`src/ass_defs.vh`:
```
// Notes on behaviour
// - Pulse run at capture start, latch at end.
// - Misc capture length is 10-bit split field.
// - Left/right capture share one 10-bit length.
// - Valid flag set at capture end, self-clears.
// - Misc result 15 bits, split over two registers.
// - Period is sum of enabled state lengths.
// - Set length is shared 4-bit field.
// - Converter powered down from reset until cleared.
// - Right channel needs left channel enabled.
`ifndef ASS_DEFS_VH
`define ASS_DEFS_VH
// ==========================================
// Register byte offsets
`define ASS_OFF_INSEL_MISC 8'h00
`define ASS_OFF_INSEL_LEFT 8'h04
`define ASS_OFF_INSEL_RIGHT 8'h08
`define ASS_OFF_MISC_CAP_LO 8'h0c
`define ASS_OFF_LR_CAP_LO 8'h10
`define ASS_OFF_LEN_HI 8'h14
`define ASS_OFF_CHAN_CTRL 8'h18
`define ASS_OFF_MISC_DAT_LO 8'h1c
`define ASS_OFF_MISC_DAT_HI 8'h20
`define ASS_OFF_POWER 8'h24
`define ASS_OFF_IRQ_STAT 8'h28
`define ASS_OFF_IRQ_MASK 8'h2c
`define ASS_OFF_LEFT_DAT 8'h30
`define ASS_OFF_RIGHT_DAT 8'h34
// ==========================================
// Field positions
`define ASS_LEN_SET_LSB 0
`define ASS_LEN_LR_LSB 4
`define ASS_LEN_MISC_LSB 6
`define ASS_EN_LEFT_BIT 0
`define ASS_EN_RIGHT_BIT 1
`define ASS_EN_MISC_BIT 2
`define ASS_MAXIDX_LSB 4
`define ASS_PD_BIT 5
`define ASS_VALID_BIT 7
// ==========================================
// Reset values
`define ASS_RST_POWER 8'h20
`define ASS_RST_CTRL 8'h00
`define ASS_RST_BYTE 8'h00
// ==========================================
// Event bits of interrupt status
`define ASS_IRQ_LEFT 0
`define ASS_IRQ_RIGHT 1
`define ASS_IRQ_MISC 2
`endif

```
`src/ass_state_timer.v`:
```
`timescale 1ns/100ps
// ==========================================
// Up counter timing one Set or Capture state
module ass_state_timer
(
	input wire clk_i,
	input wire rst_i,
	input wire load_i,
	input wire [9:0] length_i,
	input wire run_i,
	output wire last_o
);
	reg [9:0] cnt_q;
	reg [9:0] cnt_d;

	// Counts cycles spent in the state; a load restarts it for the next state
	always @*
	begin
		cnt_d = cnt_q;
		if (load_i)
			cnt_d = 10'h000;
		else if (run_i && !last_o)
			cnt_d = cnt_q + 10'h001;
	end

	always @(posedge clk_i)
	begin
		if (rst_i)
			cnt_q <= 10'h000;
		else
			cnt_q <= cnt_d;
	end

	// Live length compare, so the length always belongs to the running state
	// A length of zero or one both give a one-cycle state, no state is shorter
	assign last_o = run_i && (({1'b0, cnt_q} + 11'h001) >= {1'b0, length_i});
endmodule

```
`src/ass_chan_order.v`:
```
`timescale 1ns/100ps
// ==========================================
// Maps a state index to the channel it serves
module ass_chan_order
(
	input wire [2:0] index_i,
	input wire en_left_i,
	input wire en_right_i,
	input wire en_misc_i,
	output reg [1:0] chan_o,
	output wire capture_o
);
	// Fixed order left, right, misc; skipped channels close the gap
	reg [1:0] slot;
	always @*
	begin
		slot = index_i[2:1];
		chan_o = 2'h3;
		if (en_left_i)
		begin
			if (slot == 2'h0)
				chan_o = 2'h0;
			slot = slot - 2'h1;
		end
		if (en_right_i && chan_o == 2'h3)
		begin
			if (slot == 2'h0)
				chan_o = 2'h1;
			slot = slot - 2'h1;
		end
		if (en_misc_i && chan_o == 2'h3 && slot == 2'h0)
			chan_o = 2'h2;
	end

	assign capture_o = index_i[0];
endmodule

```
`src/ass_sequencer.v`:
```
// Design decisions made here: the placing of the registers and the Wishbone slave port.
`timescale 1ns/100ps
`include "ass_defs.vh"
// ==========================================
// Auto-mode sampling sequencer with Wishbone register file
module ass_sequencer
(
	input wire clk_i,
	input wire rst_i,
	input wire cyc_i,
	input wire stb_i,
	input wire we_i,
	input wire [7:0] adr_i,
	input wire [3:0] sel_i,
	input wire [31:0] dat_i,
	output reg [31:0] dat_o,
	output wire ack_o,
	output wire irq_o,
	input wire [14:0] conv_data_i,
	output reg conv_run_o,
	output reg [1:0] conv_chan_o,
	output reg [7:0] conv_insel_o,
	output reg conv_set_o,
	output wire converter_powerdown_o,
	output reg sample_valid_flag_o,
	output reg [14:0] left_data_o,
	output reg [14:0] right_data_o
);
	// ==========================================
	// Register storage
	reg [7:0] insel_misc_q;
	reg [7:0] insel_left_q;
	reg [7:0] insel_right_q;
	reg [7:0] misc_cap_lo_q;
	reg [7:0] lr_cap_lo_q;
	reg [7:0] len_hi_q;
	reg [7:0] chan_ctrl_q;
	reg [7:0] power_q;
	reg [14:0] misc_data_q;
	reg [2:0] irq_stat_q;
	reg [2:0] irq_mask_q;
	reg ack_q;
	reg [2:0] index_q;
	reg active_q;

	wire wr_en;
	wire rd_en;
	wire [9:0] misc_capture_length;
	wire [9:0] lr_capture_length;
	wire [9:0] set_length;
	wire en_left;
	wire en_right;
	wire en_misc;
	wire [2:0] max_index;
	wire can_run;
	wire [1:0] chan;
	wire capture;
	wire state_last;
	wire [9:0] state_len;
	wire [2:0] next_index;
	wire start_state;
	wire [2:0] nxt_state_index;
	wire [1:0] nxt_chan;
	wire nxt_capture;
	wire pd_write;
	wire pd_next;
	wire run_next;
	reg [2:0] irq_set;

	// Byte-lane write with lane 0 only, wider lanes hold nothing
	function [7:0] lane_wr;
		input [7:0] old;
		input [31:0] data;
		input [3:0] sel;
		begin
			lane_wr = sel[0] ? data[7:0] : old;
		end
	endfunction

	// Zero-extend a byte to the bus width
	function [31:0] ext8;
		input [7:0] v;
		begin
			ext8 = {24'h000000, v};
		end
	endfunction

	// Input select byte of one channel; upper nibble positive, lower negative
	function [7:0] insel_for;
		input [1:0] ch;
		input [7:0] left;
		input [7:0] right;
		input [7:0] misc;
		begin
			case (ch)
				2'h0: insel_for = left;
				2'h1: insel_for = right;
				default: insel_for = misc;
			endcase
		end
	endfunction

	// ==========================================
	// Bus slave: one wait state, ack falls the cycle after it rose
	assign wr_en = cyc_i && stb_i && we_i && !ack_q;
	assign rd_en = cyc_i && stb_i && !we_i && !ack_q;
	assign ack_o = ack_q;

	always @(posedge clk_i)
	begin
		if (rst_i)
			ack_q <= 1'b0;
		else
			ack_q <= cyc_i && stb_i && !ack_q;
	end

	// ==========================================
	// Field decode
	assign misc_capture_length = {len_hi_q[`ASS_LEN_MISC_LSB+1:`ASS_LEN_MISC_LSB], misc_cap_lo_q};
	assign lr_capture_length = {len_hi_q[`ASS_LEN_LR_LSB+1:`ASS_LEN_LR_LSB], lr_cap_lo_q};
	assign set_length = {6'h00, len_hi_q[`ASS_LEN_SET_LSB+3:`ASS_LEN_SET_LSB]};
	assign en_left = chan_ctrl_q[`ASS_EN_LEFT_BIT];
	assign en_right = chan_ctrl_q[`ASS_EN_RIGHT_BIT] && en_left;
	assign en_misc = chan_ctrl_q[`ASS_EN_MISC_BIT];
	assign max_index = chan_ctrl_q[`ASS_MAXIDX_LSB+2:`ASS_MAXIDX_LSB];
	assign converter_powerdown_o = power_q[`ASS_PD_BIT];
	// Idle unless powered, left or misc is on, and max_index is nonzero
	assign can_run = !converter_powerdown_o && (en_left || en_misc) && max_index != 3'h0;

	// ==========================================
	// Register writes; the powerdown bit resets high
	always @(posedge clk_i)
	begin
		if (rst_i)
		begin
			insel_misc_q <= `ASS_RST_BYTE;
			insel_left_q <= `ASS_RST_BYTE;
			insel_right_q <= `ASS_RST_BYTE;
			misc_cap_lo_q <= `ASS_RST_BYTE;
			lr_cap_lo_q <= `ASS_RST_BYTE;
			len_hi_q <= `ASS_RST_BYTE;
			chan_ctrl_q <= `ASS_RST_CTRL;
			power_q <= `ASS_RST_POWER;
			irq_mask_q <= 3'h0;
		end
		else if (wr_en)
		begin
			case (adr_i)
				`ASS_OFF_INSEL_MISC: insel_misc_q <= lane_wr(insel_misc_q, dat_i, sel_i);
				`ASS_OFF_INSEL_LEFT: insel_left_q <= lane_wr(insel_left_q, dat_i, sel_i);
				`ASS_OFF_INSEL_RIGHT: insel_right_q <= lane_wr(insel_right_q, dat_i, sel_i);
				`ASS_OFF_MISC_CAP_LO: misc_cap_lo_q <= lane_wr(misc_cap_lo_q, dat_i, sel_i);
				`ASS_OFF_LR_CAP_LO: lr_cap_lo_q <= lane_wr(lr_cap_lo_q, dat_i, sel_i);
				`ASS_OFF_LEN_HI: len_hi_q <= lane_wr(len_hi_q, dat_i, sel_i);
				`ASS_OFF_CHAN_CTRL: chan_ctrl_q <= lane_wr(chan_ctrl_q, dat_i, sel_i);
				`ASS_OFF_POWER: power_q <= lane_wr(power_q, dat_i, sel_i);
				`ASS_OFF_IRQ_MASK: irq_mask_q <= sel_i[0] ? dat_i[2:0] : irq_mask_q;
				default: ;
			endcase
		end
	end

	// ==========================================
	// Read mux; unmapped offsets read zero and still ack
	always @(posedge clk_i)
	begin
		if (rst_i)
			dat_o <= 32'h00000000;
		else if (rd_en)
		begin
			case (adr_i)
				`ASS_OFF_INSEL_MISC: dat_o <= ext8(insel_misc_q);
				`ASS_OFF_INSEL_LEFT: dat_o <= ext8(insel_left_q);
				`ASS_OFF_INSEL_RIGHT: dat_o <= ext8(insel_right_q);
				`ASS_OFF_MISC_CAP_LO: dat_o <= ext8(misc_cap_lo_q);
				`ASS_OFF_LR_CAP_LO: dat_o <= ext8(lr_cap_lo_q);
				`ASS_OFF_LEN_HI: dat_o <= ext8(len_hi_q);
				`ASS_OFF_CHAN_CTRL: dat_o <= ext8(chan_ctrl_q);
				`ASS_OFF_POWER: dat_o <= ext8(power_q);
				`ASS_OFF_MISC_DAT_LO: dat_o <= ext8(misc_data_q[7:0]);
				`ASS_OFF_MISC_DAT_HI: dat_o <= ext8({sample_valid_flag_o, misc_data_q[14:8]});
				`ASS_OFF_IRQ_STAT: dat_o <= {29'h00000000, irq_stat_q};
				`ASS_OFF_IRQ_MASK: dat_o <= {29'h00000000, irq_mask_q};
				`ASS_OFF_LEFT_DAT: dat_o <= {17'h00000, left_data_o};
				`ASS_OFF_RIGHT_DAT: dat_o <= {17'h00000, right_data_o};
				default: dat_o <= 32'h00000000;
			endcase
		end
	end

	// ==========================================
	// State walk
	ass_chan_order u_order
	(
		.index_i(index_q),
		.en_left_i(en_left),
		.en_right_i(en_right),
		.en_misc_i(en_misc),
		.chan_o(chan),
		.capture_o(capture)
	);

	// Capture length follows the channel, set length is shared
	assign state_len = !capture ? set_length : (chan == 2'h2) ? misc_capture_length : lr_capture_length;
	// Wrap after index max_index minus one, so max_index counts the states
	assign next_index = (index_q >= max_index - 3'h1) ? 3'h0 : index_q + 3'h1;
	assign start_state = can_run && (!active_q || state_last);

	// ==========================================
	// Lookahead of the coming cycle's state
	// The converter strobes are registered; deriving them from the coming
	// state keeps them aligned with the state instead of a cycle behind
	assign nxt_state_index = !active_q ? 3'h0 : state_last ? next_index : index_q;

	ass_chan_order u_order_nxt
	(
		.index_i(nxt_state_index),
		.en_left_i(en_left),
		.en_right_i(en_right),
		.en_misc_i(en_misc),
		.chan_o(nxt_chan),
		.capture_o(nxt_capture)
	);

	// A power-down write landing this edge already blocks new strobes
	assign pd_write = wr_en && (adr_i == `ASS_OFF_POWER) && sel_i[0];
	assign pd_next = pd_write ? dat_i[`ASS_PD_BIT] : converter_powerdown_o;
	assign run_next = can_run && !pd_next;

	ass_state_timer u_timer
	(
		.clk_i(clk_i),
		.rst_i(rst_i),
		.load_i(start_state),
		.length_i(state_len),
		.run_i(active_q),
		.last_o(state_last)
	);

	// Index advances at each state end, and restarts from zero when idle
	always @(posedge clk_i)
	begin
		if (rst_i || !can_run)
		begin
			index_q <= 3'h0;
			active_q <= 1'b0;
		end
		else
		begin
			active_q <= 1'b1;
			if (active_q && state_last)
				index_q <= next_index;
		end
	end

	// ==========================================
	// Converter strobes, capture and valid flag
	always @(posedge clk_i)
	begin
		if (rst_i)
		begin
			conv_run_o <= 1'b0;
			conv_set_o <= 1'b0;
			conv_chan_o <= 2'h0;
			conv_insel_o <= 8'h00;
			sample_valid_flag_o <= 1'b0;
			misc_data_q <= 15'h0000;
			left_data_o <= 15'h0000;
			right_data_o <= 15'h0000;
		end
		else
		begin
			conv_run_o <= 1'b0;
			sample_valid_flag_o <= 1'b0; // Self-clears the next cycle
			conv_set_o <= run_next && !nxt_capture && nxt_chan != 2'h3;
			conv_chan_o <= run_next ? nxt_chan : 2'h3;
			// Upper nibble positive, lower nibble negative select
			conv_insel_o <= insel_for(nxt_chan, insel_left_q, insel_right_q, insel_misc_q);
			if (can_run && active_q && capture && chan != 2'h3)
			begin
				if (state_last)
				begin
					sample_valid_flag_o <= 1'b1;
					case (chan)
						2'h0: left_data_o <= conv_data_i;
						2'h1: right_data_o <= conv_data_i;
						default: misc_data_q <= conv_data_i;
					endcase
				end
			end
			// Run pulse on the first cycle of each capture state that serves a channel
			if (run_next && active_q && state_last && nxt_capture && nxt_chan != 2'h3)
				conv_run_o <= 1'b1;
		end
	end

	// ==========================================
	// Interrupts: capture events set, write one clears, set wins
	always @*
	begin
		irq_set = 3'h0;
		if (can_run && active_q && capture && state_last && chan != 2'h3)
			irq_set[chan] = 1'b1;
	end

	always @(posedge clk_i)
	begin
		if (rst_i)
			irq_stat_q <= 3'h0;
		else if (wr_en && adr_i == `ASS_OFF_IRQ_STAT && sel_i[0])
			irq_stat_q <= (irq_stat_q & ~dat_i[2:0]) | irq_set;
		else
			irq_stat_q <= irq_stat_q | irq_set;
	end

	assign irq_o = |(irq_stat_q & irq_mask_q);
endmodule

```
`config.mk`:
```
export PLATFORM = sky130hd
export DESIGN_NAME = ass_sequencer
export DESIGN_NICKNAME = d
export VERILOG_FILES = /design/src/ass_state_timer.v /design/src/ass_chan_order.v /design/src/ass_sequencer.v
export VERILOG_INCLUDE_DIRS = /design/src
export SDC_FILE = /design/constraint.sdc
export NUM_CORES = 1
export LEC_CHECK = 0
export ABC_AREA = 1
export BUFFER_PORTS_ARGS = -buffer_cell sky130_fd_sc_hd__buf_2
export CORE_MARGIN = 8
export CORE_UTILIZATION = 44
export DETAILED_ROUTE_END_ITERATION = 8
export HOLD_SLACK_MARGIN = 0.1
export PLACE_DENSITY = 0.64
export SYNTH_ARGS = -nofsm -noshare
export SYNTH_HDL_FRONTEND = slang
export SYNTH_HIERARCHICAL = 1
export SYNTH_SLANG_ARGS = --single-unit
```
`constraint.sdc`:
```
create_clock -name clk_i -period 7.2 [get_ports clk_i]
set_input_delay 1.44 -clock clk_i [delete_from_list [all_inputs] [get_ports clk_i]]
set_output_delay 1.44 -clock clk_i [all_outputs]
set_load 0.02 [all_outputs]
```
==> results.toml <==
[run_status]
outcome = "finished clean"

[final_layout]
multi_input_area_sq_mm = 0.00417
final_layout_size_suffix_gt1_share_pct = 14.9
fillers = 1877
register_area_sq_mm = 0.00316
fin_nets = 1350
syn_to_final_growth_pct = 13.6

[critical_path]
required_ns = 7.58
cp_common_cell = "nand2_1"
worst-path-max-fanout = 11
reg2reg_depth = 43
path_class = "reg2reg"
cp-start-kind = "flop"
cp_slowest_stage_delay_ns = 0.53
critPathSlowestCell = "nor2_1"
critPathTopFamily = "simple AND/OR/NAND/NOR gates"
reg2reg_from = "index_q[1]$_SDFFE_PN0P_"
critPathBufInv = 9
r2r_end = "conv_insel_o[3]$_SDFF_PP0_"
crit_path_end_kind = "flop"
arrival_ns = 6.76
rrSetupSlack_ns = 0.81

[global_route]
grt_util_all_layers_pct = 20.3
grt_pass1_vias = 6963
grt_max_degree = 98
grt_first_pass_wirelength_mm = 36.7
overflow = 0
antenna_found_initial = 2

[sta]
post-route-period-util_pct = 88.7
worstMarginPinSlew_ns = 0.956
fin_skew_ns = 0.0122
max_freq_ghz = 0.157
finalHoldViolations = 0
slew_headroom_pct = 36.0
fin_crit_ns = 6.39
grt_setup_unrepaired = "false"
maxSlewViolCount = 0
setup_tns_ns = 0
setup_viol = 0
layout_setup_ws_ns = 0.812

[placed_design]
dpl.hpwl_mm = 17.2
io_buffers = 97
dpl_worst_slack_ns = 0.680
gp_congestion = 0.838

[clocking]
postCtsHoldBufs = 0
worstSkewPairLatency_ns = 0.43
htreeDepth = 4
cts_tree = "done"
cts-root-buf = "clkbuf_16"
cts_buffers = 17
clockBufferDepth = 2
clk_pin_slew_worst_paths_ns = 0.07
clock-sinks = 158
postCtsSetupBuffers = 0
cts_resized = 0

[routing]
drtAntennaViolNets = 0
drc_errors = 0
post_drt_wl_per_cell_um = 15.4
firstDrtPassIters = 5
vias = 7652
wl_mm = 23.3
via_per_inst = 5.07
drtIter0Drc = 632

[die]
die_h_um = 152
coreArea_sq_mm = 0.0180
fp-row-count = 49
initial_utilization_pct = 45.0
die_area_sq_mm = 0.0230
die_w_um = 152
pin_count = 142

[power]
power_density_mw_per_mm2 = 203
power_leakage_nw = 4.21
pwr-share-comb_pct = 4.0
p_sw_uw = 479
clock_power_share_pct = 49.2
finalPower_mw = 1.87
swShare_pct = 25.7
p_int_mw = 1.39
p_seq_share_pct = 46.8
vdd_drop_max_mv = 0.166

[synthesis]
yosys_register_bits = 158
syn-cell-area_sq_mm = 0.00810
syn_inst = 1189
yosysWarnings = 6
ys_types = 39
seq_area_frac_synth_pct = 39.0
syn_area_per_cell_sq_um = 6.82

[job]
cap_violations = 0

[min_path]
hold_depth = 2
whs_endpoint = "dat_o[2]$_SDFFE_PP0P_"
holdCritPathClass = "reg2reg"
min-delay-start = "dat_o[2]$_SDFFE_PP0P_"
## area by class of cell
type | count | share of cell area [%]
inverter | 120 | 4.91
timing repair buffer | 103 | 5.76
multi-input combinational | 865 | 45.3
tap | 229 | 3.11
antenna | 2 | 0.0544
sequential | 158 | 34.4
clock buffer | 17 | 4.62
clock inverter | 15 | 1.89
## per-stage QoR
stage,hold WS [ns],instances,cell area (sq um),util (%)
floorplan,0.439,1205,8160,-
global placement,0.448,1475,8600,47.7
detailed placement,0.453,1475,8600,47.7
CTS,0.465,1507,9200,51.0
global route,0.480,1509,9210,51.1
finish,0.461,1509,9210,51.1
## kinds of logic after synthesis
family | count (synthesis) | synth area share (%)
fa+ha+maj | 21 | 3.24
compound gates | 236 | 14.9
other cells | 1 | 0.0463
xor+xnor | 7 | 0.757
flops | 158 | 39.0
buf+inv | 182 | 10.4
simple gates | 584 | 31.6
## worst max-delay path by stage
stage / slack (ns) / startpoint / end / cells past startpoint
after floorplan: 2.03 / index_q[1]$_SDFFE_PN0P_ / conv_insel_o[0]$_SDFF_PP0_ / 46
after global placement: 0.76 / index_q[1]$_SDFFE_PN0P_ / conv_insel_o[0]$_SDFF_PP0_ / 44
after detailed placement: 0.68 / index_q[1]$_SDFFE_PN0P_ / conv_insel_o[0]$_SDFF_PP0_ / 44
after CTS: 0.65 / index_q[1]$_SDFFE_PN0P_ / conv_insel_o[0]$_SDFF_PP0_ / 44
after global routing: 0.08 / chan_ctrl_q[0]$_SDFFE_PP0P_ / conv_insel_o[1]$_SDFF_PP0_ / 40
final: 0.81 / index_q[1]$_SDFFE_PN0P_ / conv_insel_o[3]$_SDFF_PP0_ / 43
## registers in the layout (all words and copies together), names as in the netlist, 2 cells and up
register and flops:
chan_ctrl_q 8, conv_chan_o 2, conv_insel_o 8, dat_o 15, index_q 3, insel_left_q 8, insel_misc_q 8, insel_right_q 8
irq_mask_q 3, irq_stat_q 3, left_data_o 15, len_hi_q 8, lr_cap_lo_q 8, misc_cap_lo_q 8, misc_data_q 15, power_q 8
right_data_o 15, u_timer/cnt_q 10
## metal layers
metal	vias to the layer above	global-route usage [%]	wire length, um
met3	26	3.77	1730
li1	3939	-	-
met5	-	0	0
met4	0	7.35	414
met1	3440	27.5	10700
met2	247	31.7	10400
## power by group through the flow
| stage | registers (mW) | logic [mW] | clock network (mW) |
|---|---|---|---|
| after floorplan | 0.896 | 0.0490 | 0 |
| after global placement | 0.895 | 0.0737 | 0 |
| after detailed placement | 0.895 | 0.0740 | 0 |
| after CTS | 0.875 | 0.0743 | 0.926 |
| after global routing | 0.874 | 0.0820 | 0.974 |
| final | 0.875 | 0.0749 | 0.918 |
## Yosys cell counts (all sizes together)
library cell  instances  area (sq um)
a2111oi               1          8.76
a21boi                1          7.51
a21oi               117           593
and2                  2          12.5
buf                  38           299
clkbuf               24          90.1
clkinv                5          20.0
conb                  1          3.75
dfxtp               158          3160
ha                   21           263
inv                 115           432
nand2               312          1200
nand3                98           543
nand3b                1          7.51
nand4                 2          12.5
nor2                165           744
nor3                  3          31.3
nor3b                 1          7.51
o211ai                1          7.51
o21ai               109           549
o22ai                 7          43.8
xnor2                 1          8.76
xor2                  6          52.6
## worst reg2reg max path: cells and delay by family, from the launching register on
kind	cells	cell delay, ns
AO/OA/AOI/OAI	6	0.81
AND/OR/NAND/NOR	23	2.63
buffers and inverters	9	1.02
flip-flops	1	0.44
adder cells (fa/ha/maj)	5	1.44
## placed cells by master, fill, tap and decap left out, types with 7 or more instances in the layout
master,n
a21oi_1,115
inv_2,11
nor2_4,13
buf_2,97
inv_1,104
o21ai_1,11
nor2_1,140
ha_1,21
o22ai_1,7
o21ai_0,97
dfxtp_1,158
conb_1,17
nand3_1,92
nor2_2,12
clkbuf_16,17
nand2_1,305
No activity file was read; power rests on OpenSTA's default activity.
